<file path="config.mk">
export PLATFORM = sky130hd
export DESIGN_NAME = accm_top
export DESIGN_NICKNAME = d
export VERILOG_FILES = /design/src/common/accm_pkg.sv /design/src/rtl/accm_top.sv
export VERILOG_INCLUDE_DIRS = /design/src /design/src/common
export SDC_FILE = /design/constraint.sdc
export NUM_CORES = 1
export LEC_CHECK = 0
export BUFFER_PORTS_ARGS = -buffer_cell sky130_fd_sc_hd__buf_2
export CORE_UTILIZATION = 45
export CTS_CLUSTER_DIAMETER = 50
export CTS_CLUSTER_SIZE = 30
export DETAILED_ROUTE_END_ITERATION = 16
export PLACE_DENSITY_LB_ADDON = 0.15
export SLEW_MARGIN = 20
export SYNTH_ARGS = -nofsm -noshare
export SYNTH_HDL_FRONTEND = slang
export SYNTH_SLANG_ARGS = --single-unit
</file>
<file path="constraint.sdc">
create_clock -name core_clk_in -period 14.44 [get_ports core_clk_in]
set_clock_uncertainty 0.1 [all_clocks]
set_input_delay 0.722 -clock core_clk_in [delete_from_list [all_inputs] [get_ports core_clk_in]]
set_output_delay 0.722 -clock core_clk_in [all_outputs]
set_load 0.03 [all_outputs]
</file>
<file path="src/common/accm_map.svh">
// Register map, field positions, reset values and timing counts
`ifndef ACCM_MAP_SVH
`define ACCM_MAP_SVH

// ****************************************************************
// Register byte offsets
// ****************************************************************
`define ACCM_CFG_BASE 12'h000
`define ACCM_CTRL_OFS 12'h040
`define ACCM_OFFSET_OFS 12'h044
`define ACCM_GAIN_OFS 12'h048
`define ACCM_STATUS_OFS 12'h04C

// ****************************************************************
// Field positions
// ****************************************************************
`define ACCM_CFG_PAIR_LSB 0
`define ACCM_CFG_MODE_BIT 2
`define ACCM_CFG_OSR_LSB 4
`define ACCM_CTRL_SEQ_LSB 0
`define ACCM_ST_CHAN_LSB 0
`define ACCM_ST_CLOSED_BIT 5
`define ACCM_ST_BUSY_BIT 6
`define ACCM_ST_BIPOLAR_BIT 7

// ****************************************************************
// Reset values and codes
// ****************************************************************
`define ACCM_CFG_RESET 6'h00
`define ACCM_GAIN_RESET 16'h8000
`define ACCM_OFFSET_RESET 16'h0000
`define ACCM_TEMP_CHAN 5'h10
`define ACCM_MID_19 19'h4_0000
`define ACCM_MAX_19 19'h7_FFFF

// ****************************************************************
// Timing
// ****************************************************************
`define ACCM_CLK_NS 10
`define ACCM_BBM_GAP_NS 10
`define ACCM_BBM_CYCLES ((`ACCM_BBM_GAP_NS + `ACCM_CLK_NS - 1) / `ACCM_CLK_NS)

`endif

</file>
<file path="src/common/accm_pkg.sv">
// Types shared by the channel configuration and mux control block
package accm_pkg;
    typedef enum logic [1:0] {
        ACCM_PAIR_GND = 2'b00,
        ACCM_PAIR_COM = 2'b01,
        ACCM_PAIR_EVEN_ODD = 2'b10,
        ACCM_PAIR_SPARE = 2'b11
    } accm_pair_e;

    typedef enum logic [1:0] {
        ACCM_SEQ_STANDARD = 2'b00,
        ACCM_SEQ_ADVANCED = 2'b01,
        ACCM_SEQ_TWO_CYCLE = 2'b10,
        ACCM_SEQ_ONE_CYCLE = 2'b11
    } accm_seq_e;

    typedef enum logic [1:0] {
        ACCM_MUX_OPEN = 2'b00,
        ACCM_MUX_BREAK = 2'b01,
        ACCM_MUX_CLOSED = 2'b10
    } accm_mux_e;

    typedef logic [5:0] accm_cfg_t;
endpackage

</file>
<file path="src/rtl/accm_top.sv">
// Channel configuration, mux switch control and result formatting
//
// The AHB-Lite interface to the registers and the register addresses were left to the implementer.
`timescale 1ns/1ps
`include "accm_map.svh"

module accm_top
    import accm_pkg::*;
#(
    parameter int N_IN = 16,
    parameter int CORE_W = 16,
    parameter int RES_W = 19
) (
    input wire logic core_clk_in,
    input wire logic rst_in,
    input wire logic ce_in,
    input wire logic hsel_in,
    input wire logic [11:0] haddr_in,
    input wire logic [1:0] htrans_in,
    input wire logic hwrite_in,
    input wire logic [2:0] hsize_in,
    input wire logic [31:0] hwdata_in,
    input wire logic hready_in,
    output logic [31:0] hrdata_out,
    output logic hreadyout_out,
    output logic hresp_out,
    input wire logic sel_valid_in,
    input wire logic [4:0] sel_chan_in,
    input wire logic core_valid_in,
    input wire logic [CORE_W-1:0] core_code_in,
    output logic [N_IN:0] pos_switch_out,
    output logic [N_IN/2+1:0] neg_switch_out,
    output logic [4:0] active_chan_out,
    output logic bipolar_out,
    output logic [RES_W-1:0] result_out,
    output logic [4:0] result_bits_out,
    output logic result_valid_out
);

    // ****************************************************************
    // State
    // ****************************************************************
    typedef struct packed {
        // Register file
        logic [N_IN-1:0][5:0] cfg;
        logic [1:0] seq;
        logic [15:0] offset;
        logic [15:0] gain;
        // Bus pipeline
        logic dp_act;
        logic dp_write;
        logic [11:0] dp_addr;
        logic [31:0] rdata;
        logic ready;
        // Mux control and selected channel
        accm_mux_e mux;
        logic [3:0] gap_cnt;
        logic [4:0] chan;
        logic [1:0] oversampling_ratio;
        logic bipolar;
        logic [N_IN:0] pos_sw;
        logic [N_IN/2+1:0] neg_sw;
        // Averaging and result
        logic [21:0] sum;
        logic [6:0] cnt;
        logic [RES_W-1:0] result;
        logic [4:0] rbits;
        logic rvalid;
    } accm_state_s;

    accm_state_s state_reg;
    accm_state_s state_next;

    // ****************************************************************
    // Channel resolution
    // ****************************************************************
    // Resolved settings per input, one copy per channel
    logic [N_IN-1:0][1:0] eff_pair;
    logic [N_IN-1:0] eff_bip;

    genvar gi;
    generate
        for (gi = 0; gi < N_IN; gi++) begin : g_res
            logic [1:0] raw_pair;
            // Standard sequencer takes pairing from input zero
            assign raw_pair = (state_reg.seq == ACCM_SEQ_STANDARD) ?
                state_reg.cfg[0][1:0] : state_reg.cfg[gi][1:0];
            // Spare code behaves as reference ground; an odd input has
            // no higher partner, so its own even/odd code is ground too
            assign eff_pair[gi] = (raw_pair == ACCM_PAIR_SPARE ||
                (gi % 2 == 1 && raw_pair == ACCM_PAIR_EVEN_ODD)) ?
                ACCM_PAIR_GND : raw_pair;
            // Polarity always own; ground pairing forces unipolar
            assign eff_bip[gi] = state_reg.cfg[gi][`ACCM_CFG_MODE_BIT] &&
                (eff_pair[gi] != ACCM_PAIR_GND);
        end
    endgenerate

    // ****************************************************************
    // Bus decode
    // ****************************************************************
    // Word map, byte offsets, whole 32-bit words only:
    //   0x00 + 4*i  input i: [1:0] pairing, [2] polarity, [5:4] ratio
    //   0x40        sequencing mode in [1:0]
    //   0x44        signed offset, added in result units
    //   0x48        gain, 0x8000 is unity
    //   0x4C        status, read-only
    //   status: [4:0] chan, [5] closed, [6] busy, [7] bipolar
    //   elsewhere   reads zero, writes dropped, still OKAY
    // Register hits, one flag per register; ap_cfg covers all input words
    logic ap_take;
    logic ap_cfg;
    logic ap_ctrl;
    logic ap_ofs;
    logic ap_gain;
    logic ap_stat;
    logic dp_wr;
    logic dp_cfg;
    logic dp_ctrl;
    logic dp_ofs;
    logic dp_gain;

    // Address phase taken; a low hready holds it off
    assign ap_take = hsel_in && htrans_in[1] && hready_in;

    // Register hit of the address phase
    assign ap_cfg = haddr_in[11:6] == 6'h00;
    assign ap_ctrl = haddr_in[11:2] == `ACCM_CTRL_OFS >> 2;
    assign ap_ofs = haddr_in[11:2] == `ACCM_OFFSET_OFS >> 2;
    assign ap_gain = haddr_in[11:2] == `ACCM_GAIN_OFS >> 2;
    assign ap_stat = haddr_in[11:2] == `ACCM_STATUS_OFS >> 2;

    // Same hits except status for the write data phase, from the latched address
    assign dp_wr = state_reg.dp_act && state_reg.dp_write;
    assign dp_cfg = state_reg.dp_addr[11:6] == 6'h00;
    assign dp_ctrl = state_reg.dp_addr[11:2] == `ACCM_CTRL_OFS >> 2;
    assign dp_ofs = state_reg.dp_addr[11:2] == `ACCM_OFFSET_OFS >> 2;
    assign dp_gain = state_reg.dp_addr[11:2] == `ACCM_GAIN_OFS >> 2;

    // Status flags; busy means a partial sum is held
    logic st_busy;
    logic st_closed;
    assign st_busy = state_reg.cnt != 7'h00;
    assign st_closed = state_reg.mux == ACCM_MUX_CLOSED;

    // ****************************************************************
    // Result format
    // ****************************************************************
    // Width-dependent limits of the selected ratio
    logic [18:0] fmt_max;
    logic [18:0] fmt_msb;
    logic [6:0] fmt_need;
    assign fmt_max = `ACCM_MAX_19 >> (2'd3 - state_reg.oversampling_ratio);
    assign fmt_msb = `ACCM_MID_19 >> (2'd3 - state_reg.oversampling_ratio);
    // Codes per result: four to the power of the ratio code
    assign fmt_need = 7'h01 << {state_reg.oversampling_ratio, 1'b0};

    // ****************************************************************
    // Next-state logic
    // ****************************************************************
    always_comb begin
        logic [4:0] req;
        logic [3:0] idx;
        logic [3:0] src;
        logic [3:0] word;
        logic [18:0] avg;
        logic [34:0] prod;
        logic signed [22:0] corr;
        logic [18:0] code;
        req = sel_chan_in;
        idx = sel_chan_in[3:0];
        src = idx;
        word = state_reg.dp_addr[5:2];
        avg = 19'h0_0000;
        prod = 35'h0_0000_0000;
        corr = 23'sh00_0000;
        code = 19'h0_0000;
        state_next = state_reg;
        state_next.rvalid = 1'b0;
        state_next.ready = 1'b1;

        // Bus data phase: write lands, read was staged earlier
        // Unmapped words and status drop the write
        if (dp_wr) begin
            if (dp_cfg) begin
                state_next.cfg[word] = hwdata_in[5:0];
            end else if (dp_ctrl) begin
                state_next.seq = hwdata_in[1:0];
            end else if (dp_ofs) begin
                state_next.offset = hwdata_in[15:0];
            end else if (dp_gain) begin
                state_next.gain = hwdata_in[15:0];
            end
        end

        // Address phase: latch request, stage read data now
        state_next.dp_act = 1'b0;
        if (ap_take) begin
            state_next.dp_act = 1'b1;
            state_next.dp_write = hwrite_in;
            state_next.dp_addr = {haddr_in[11:2], 2'b00};
            state_next.rdata = 32'h0000_0000;
            if (!hwrite_in) begin
                if (ap_cfg) begin
                    state_next.rdata = {26'h000_0000,
                        state_reg.cfg[haddr_in[5:2]]};
                end else if (ap_ctrl) begin
                    state_next.rdata = {30'h0000_0000, state_reg.seq};
                end else if (ap_ofs) begin
                    state_next.rdata = {16'h0000, state_reg.offset};
                end else if (ap_gain) begin
                    state_next.rdata = {16'h0000, state_reg.gain};
                end else if (ap_stat) begin
                    state_next.rdata = {24'h00_0000, state_reg.bipolar,
                        st_busy, st_closed, state_reg.chan};
                end
            end
        end

        // Odd member of an even/odd pair folds onto the even input
        // The odd member is still accepted, only resolved
        if (!req[4] && idx[0] && eff_pair[{idx[3:1], 1'b0}] ==
            ACCM_PAIR_EVEN_ODD) begin
            src = {idx[3:1], 1'b0};
        end

        // Break-before-make switch sequencing; closing in the breaking
        // edge would join the old and new inputs for a cycle
        // Negative bits: 0 ground, 1 common pin, 2+k odd input 2k+1
        unique case (state_reg.mux)
            ACCM_MUX_OPEN: begin
                state_next.pos_sw = '0;
                state_next.neg_sw = '0;
            end
            ACCM_MUX_BREAK: begin
                state_next.gap_cnt = state_reg.gap_cnt - 4'h1;
                if (state_reg.gap_cnt == 4'h1) begin
                    state_next.mux = ACCM_MUX_CLOSED;
                    if (state_reg.chan[4]) begin
                        // Temperature sensor against reference ground
                        state_next.pos_sw[N_IN] = 1'b1;
                        state_next.neg_sw[0] = 1'b1;
                    end else begin
                        state_next.pos_sw[state_reg.chan[3:0]] = 1'b1;
                        unique case (eff_pair[state_reg.chan[3:0]])
                            ACCM_PAIR_COM: state_next.neg_sw[1] = 1'b1;
                            ACCM_PAIR_EVEN_ODD:
                                state_next.neg_sw[
                                    2 + state_reg.chan[3:1]] = 1'b1;
                            default: state_next.neg_sw[0] = 1'b1;
                        endcase
                    end
                end
            end
            ACCM_MUX_CLOSED: begin
            end
            // Unused code after an upset: open all, wait for a select
            default: begin
                state_next.mux = ACCM_MUX_OPEN;
                state_next.pos_sw = '0;
                state_next.neg_sw = '0;
            end
        endcase

        // New selection opens every switch first
        if (sel_valid_in) begin
            state_next.mux = ACCM_MUX_BREAK;
            state_next.gap_cnt = 4'(`ACCM_BBM_CYCLES);
            state_next.pos_sw = '0;
            state_next.neg_sw = '0;
            state_next.sum = 22'h00_0000;
            state_next.cnt = 7'h00;
            if (req[4]) begin
                state_next.chan = `ACCM_TEMP_CHAN;
                state_next.oversampling_ratio = 2'b00;
                state_next.bipolar = 1'b0;
            end else begin
                // Even input's register governs the pair
                state_next.chan = {1'b0, src};
                state_next.oversampling_ratio = state_reg.cfg[src][5:4];
                state_next.bipolar = eff_bip[src];
            end
        end else if (core_valid_in && state_reg.mux == ACCM_MUX_CLOSED) begin
            // Average the core codes, then correct and format
            if (state_reg.cnt + 7'h01 == fmt_need) begin
                avg = 19'((state_reg.sum + 22'(core_code_in)) >>
                    state_reg.oversampling_ratio);
                prod = 35'(avg) * 35'(state_reg.gain);
                corr = $signed({3'b000, prod[34:15]}) +
                    23'($signed(state_reg.offset));
                // Clamp before the flip, so a code can never wrap
                if (corr < 0) begin
                    code = 19'h0_0000;
                end else if (corr > $signed({4'h0, fmt_max})) begin
                    code = fmt_max;
                end else begin
                    code = corr[18:0];
                end
                // Twos complement is straight binary with top bit flipped
                if (state_reg.bipolar) begin
                    code = code ^ fmt_msb;
                end
                state_next.result = code;
                state_next.rbits = 5'(CORE_W) + {3'b000, state_reg.oversampling_ratio};
                state_next.rvalid = 1'b1;
                state_next.sum = 22'h00_0000;
                state_next.cnt = 7'h00;
            end else begin
                state_next.sum = state_reg.sum + 22'(core_code_in);
                state_next.cnt = state_reg.cnt + 7'h01;
            end
        end
    end

    // ****************************************************************
    // State register
    // ****************************************************************
    // Reset state: unity gain, zero offset, switches open
    // Offset and gain are shared by every input, not per input
    // Low ce_in freezes the bus too; hready keeps its level
    always_ff @(posedge core_clk_in or posedge rst_in) begin
        if (rst_in) begin
            state_reg <= '0;
            state_reg.gain <= `ACCM_GAIN_RESET;
            state_reg.offset <= `ACCM_OFFSET_RESET;
            state_reg.mux <= ACCM_MUX_OPEN;
        end else if (ce_in) begin
            state_reg <= state_next;
        end
    end

    // ****************************************************************
    // Outputs
    // ****************************************************************
    // Outputs taken straight from state flops, except hresp_out, which is tied low
    assign hrdata_out = state_reg.rdata;
    assign hreadyout_out = state_reg.ready;
    assign hresp_out = 1'b0;
    assign pos_switch_out = state_reg.pos_sw;
    assign neg_switch_out = state_reg.neg_sw;
    assign active_chan_out = state_reg.chan;
    assign bipolar_out = state_reg.bipolar;
    assign result_out = state_reg.result;
    assign result_bits_out = state_reg.rbits;
    assign result_valid_out = state_reg.rvalid;

endmodule // accm_top

</file>
==> results.txt <==
----------------------------------------------------
[Run status]
  Run status ... finished, final reports clean

[STA]
  Fmax ... 0.07501 GHz
  Actual slew at the worst max-slew pin ... 1.118 ns
  Fin crit share ... 92.33%
  Final critical delay including setup and external delays ... 13.33 ns
  Final-report setup violation count ... 0
  Total Negative Setup Slacks ... 0 ns
  Relative slew slack ... 25.31%
  Unrepaired setup endpoints after global routing ... false
  Number of failing hold endpoints at the final stage ... 0
  Number of max-slew violations in the final report ... 0

[Die]
  Chip Width ... 238.3 microns
  Number of placement rows ... 86
  Initial core utilization ... 45.59%
  Core Footprint ... 0.05509 sq mm
  Height of the chip ... 238.3 microns
  Num ports ... 170
  Die Outline Area ... 0.05677 sq mm

[Global routing]
  Via count of the first global-routing pass ... 19.18k
  Global route total overflow ... 0
  Aggregate global-route resource usage ... 23.93%
  Pin count of the biggest net entering global routing ... 122
  Number of antenna violations at the first check in global routing ... 2
  Wire length of the first global-routing pass ... 106,700 microns

[Finish]
  Final #Nets ... 3,059
  Share of layout cells above drive strength 1 ... 17.31%
  Footprint of the multi-input gates ... 0.01653 sq mm
  Antenna diode instance count ... 0
  Post-Route Utilization ... 48.95%
  Area delta synth->final ... 7.352%
  Max FFs per register ... 177
  Number of fillers in the final layout ... 5,226
  Sequential cell area ... 0.006307 sq mm

[Drt]
  1st-iter DRT viols ... 1,064
  ANT nets after route ... 0
  Detailed Routing Iterations Pass 1 ... 8
  Via count normalized by instance count ... 5.512
  Final Routed Wirelength ... 66,160 microns
  Detailed-route via count ... 18.45k
  WL/cell ... 19.76 microns
  Post-route DRC violation count ... 0

[Logic synthesis]
  Synth async-reset ratio ... 100.0%
  Post-Syn Area per Cell ... 9.744 sq um
  Commonest register cell after synthesis ... dfrtp_1
  Proportion of netlist area held by the largest area contributor ... 25.00%
  Post-synthesis register bit count ... 252
  Warnings from Yosys ... 0
  Sequential-to-total area share from yosys stat ... 25.11%
  Cell accounting for the most synthesized area ... dfrtp_1
  Area of the mapped netlist ... 0.02512 sq mm
  Distinct cell type count of the synthesized netlist ... 75
  Synthesized instance count ... 2,578
  Count of flip-flops with a built-in enable after synthesis ... 0
  Cells taking the most area after synthesis ... dfrtp_1, fa_1, ha_1, mux2_2, mux4_2

[Critical path]
  Cell family with most CP delay ... compound AO/OA/AOI/OAI gates
  Worst Setup SP ... state_reg[34]$_DFFE_PP0P_
  Buf+Inv Stages, Crit Path ... 4
  Worst Path Required ... 14.81 ns
  CP Max Fanout ... 16
  Maximum cell stage delay along the critical path ... 0.54 ns
  Setup crit end kind ... flop
  Path type of the worst setup path ... reg -> reg
  Cell with the largest stage delay on the worst path ... fa_1
  Crit path arrival time ... 13.70 ns
  Launch instance of the worst register-to-register path ... state_reg[34]$_DFFE_PP0P_
  Critical path's most frequent cell ... fa_1
  Sort of element at the start of the critical path ... flop

[Clock network]
  Inserted Clock Buffers ... 30
  Number of buffers inserted by hold repair at cts ... 0
  Clock tree from TritonCTS ... built
  CTS max path bufs ... 3
  Root cell of the clock tree ... clkbuf_16
  Number of levels in the clock H-tree ... 1
  Num Clock Sinks ... 252
  Register clock-pin slew on the reported worst setup and hold paths ... 0.07 ns
  Source-to-sink clock delay at the later pin of the worst-skew pair ... 0.60 ns

[Pwr]
  Maximum ir drop on the vdd rail ... 0.1027 mV
  Leakage Power ... 13.60 nW
  Power density cells ... 69.39 mW/mm^2

[Job]
  Number of max-cap violations ... 0

[Min path]
  Class of the tightest hold or removal check ... in -> async

[Placed design]
  Post-detailed-placement half-perimeter wirelength ... 51,140 microns
  Count of input and output buffers ... 128
  Routability Congestion ... 0.9029

----------------------------------------------------
==> power breakdown <==
part	total (W)	internal (W)	switching [W]
Sequential	0.000765	0.000732	0.0000332
Combinational	0.000317	0.0000980	0.000219
Clock	0.000788	0.000414	0.000375
==> area by class of cell <==
class	count	area share (%)
clock buffer	30	2.784
multi-input combinational	1809	61.31
clock inverter	26	1.202
tap	748	3.471
sequential	252	23.39
timing repair buffer	164	3.378
inverter	319	4.468
==> through the flow <==
stage | power, W | cells | hold slack, ns | setup WS [ns] | area [sq um]
finish | 0.001871 | 3348 | 0.1452 | 1.108 | 26970
global route | 0.001954 | 3348 | 0.2273 | 0.1323 | 26970
global placement | 0.001090 | 3290 | 0.3514 | 0.6497 | 25860
floorplan | 0.0009966 | 2596 | 0.3359 | 1.793 | 25190
CTS | 0.001893 | 3346 | 0.1991 | 0.8203 | 26930
detailed placement | 0.001096 | 3290 | 0.3448 | 0.4692 | 25860
==> worst reg2reg max path: cells and delay by family (launching register included) <==
| kind | cells | cell delay, ns |
|---|---|---|
| buffers and inverters | 4 | 0.44 |
| AND/OR/NAND/NOR | 9 | 1.72 |
| XOR/XNOR | 3 | 0.50 |
| multiplexers | 2 | 0.46 |
| adder cells (fa/ha/maj) | 10 | 4.41 |
| flip-flops | 1 | 0.39 |
| AO/OA/AOI/OAI | 23 | 5.17 |
==> worst paths after layout <==
check                                                  to  slack (ns)  depth (start not counted)
min                             state_reg[40]$_DFFE_PP0P_        0.15                          2
min in group core_clk_in   active_chan_out[0]$_DFFE_PP0P_        0.29                          2
max                            result_out[16]$_DFFE_PP0P_        1.11                         51
max in group asynchronous      state_reg[140]$_DFFE_PP0P_       12.51                          3
min reg2reg                result_bits_out[4]$_DFFE_PP0P_        0.37                          1
max reg2reg                    result_out[16]$_DFFE_PP0P_        1.11                         51
==> kinds of logic after synthesis <==
family	synth area share, %
muxes	12.53
AOI/OAI and AO/OA	10.10
DFF	25.11
other	0.01493
adders and majority gates	27.26
buffers and inverters	9.419
and+or+nand+nor	13.94
xor gates and xnor gates	1.639
==> per-layer routing <==
| layer | global-route usage [%] | share of wire, % |
|---|---|---|
| met4 | 5.167 | 1.8 |
| met2 | 42.11 | 51 |
| met5 | 0 | 0 |
| met1 | 31.83 | 43 |
| met3 | 2.441 | 4.3 |
==> timing repair <==
action,CTS,global route
buffers inserted,0,2
setup endpoints to repair,0,19
resized for setup,0,3
==> cells in the mapped netlist, types with 9 or more instances <==
cell type,instances
inv_1,317
nand2_1,313
dfrtp_1,251
fa_1,237
ha_1,168
mux2_2,148
and2_1,143
nor2_1,106
clkbuf_1,104
a21oi_1,93
buf_4,92
o21ai_0,77
mux4_2,58
xnor2_1,32
a21o_1,26
nor3_1,26
nand3_1,24
a22o_1,22
and3_1,19
o31ai_1,18
a31oi_1,17
a211oi_1,16
a22oi_1,16
mux2i_1,16
nor2b_1,16
nand2b_1,15
xor2_1,15
o21ai_1,14
nand3b_1,13
o21a_1,13
nand4_1,12
buf_1,10
buf_2,10
a211o_1,9
a32oi_1,9
==> placed cells by master, fill, tap and decap left out, types with 15 or more instances in the layout <==
cell type / instances
a211oi_1: 16
a21o_1: 26
a21oi_1: 93
a22o_1: 22
a22oi_1: 16
a31oi_1: 17
and2_1: 143
and3_1: 19
buf_2: 128
buf_4: 36
clkbuf_16: 30
conb_1: 19
dfrtp_1: 251
fa_1: 237
ha_1: 168
inv_1: 316
mux2_2: 148
mux2i_1: 16
mux4_2: 58
nand2_1: 312
nand2b_1: 15
nand3_1: 24
nor2_1: 105
nor2b_1: 16
nor3_1: 26
o21ai_0: 76
o21ai_1: 15
o31ai_1: 18
xnor2_1: 32
xor2_1: 15
No activity file was read; power rests on OpenSTA's default activity.
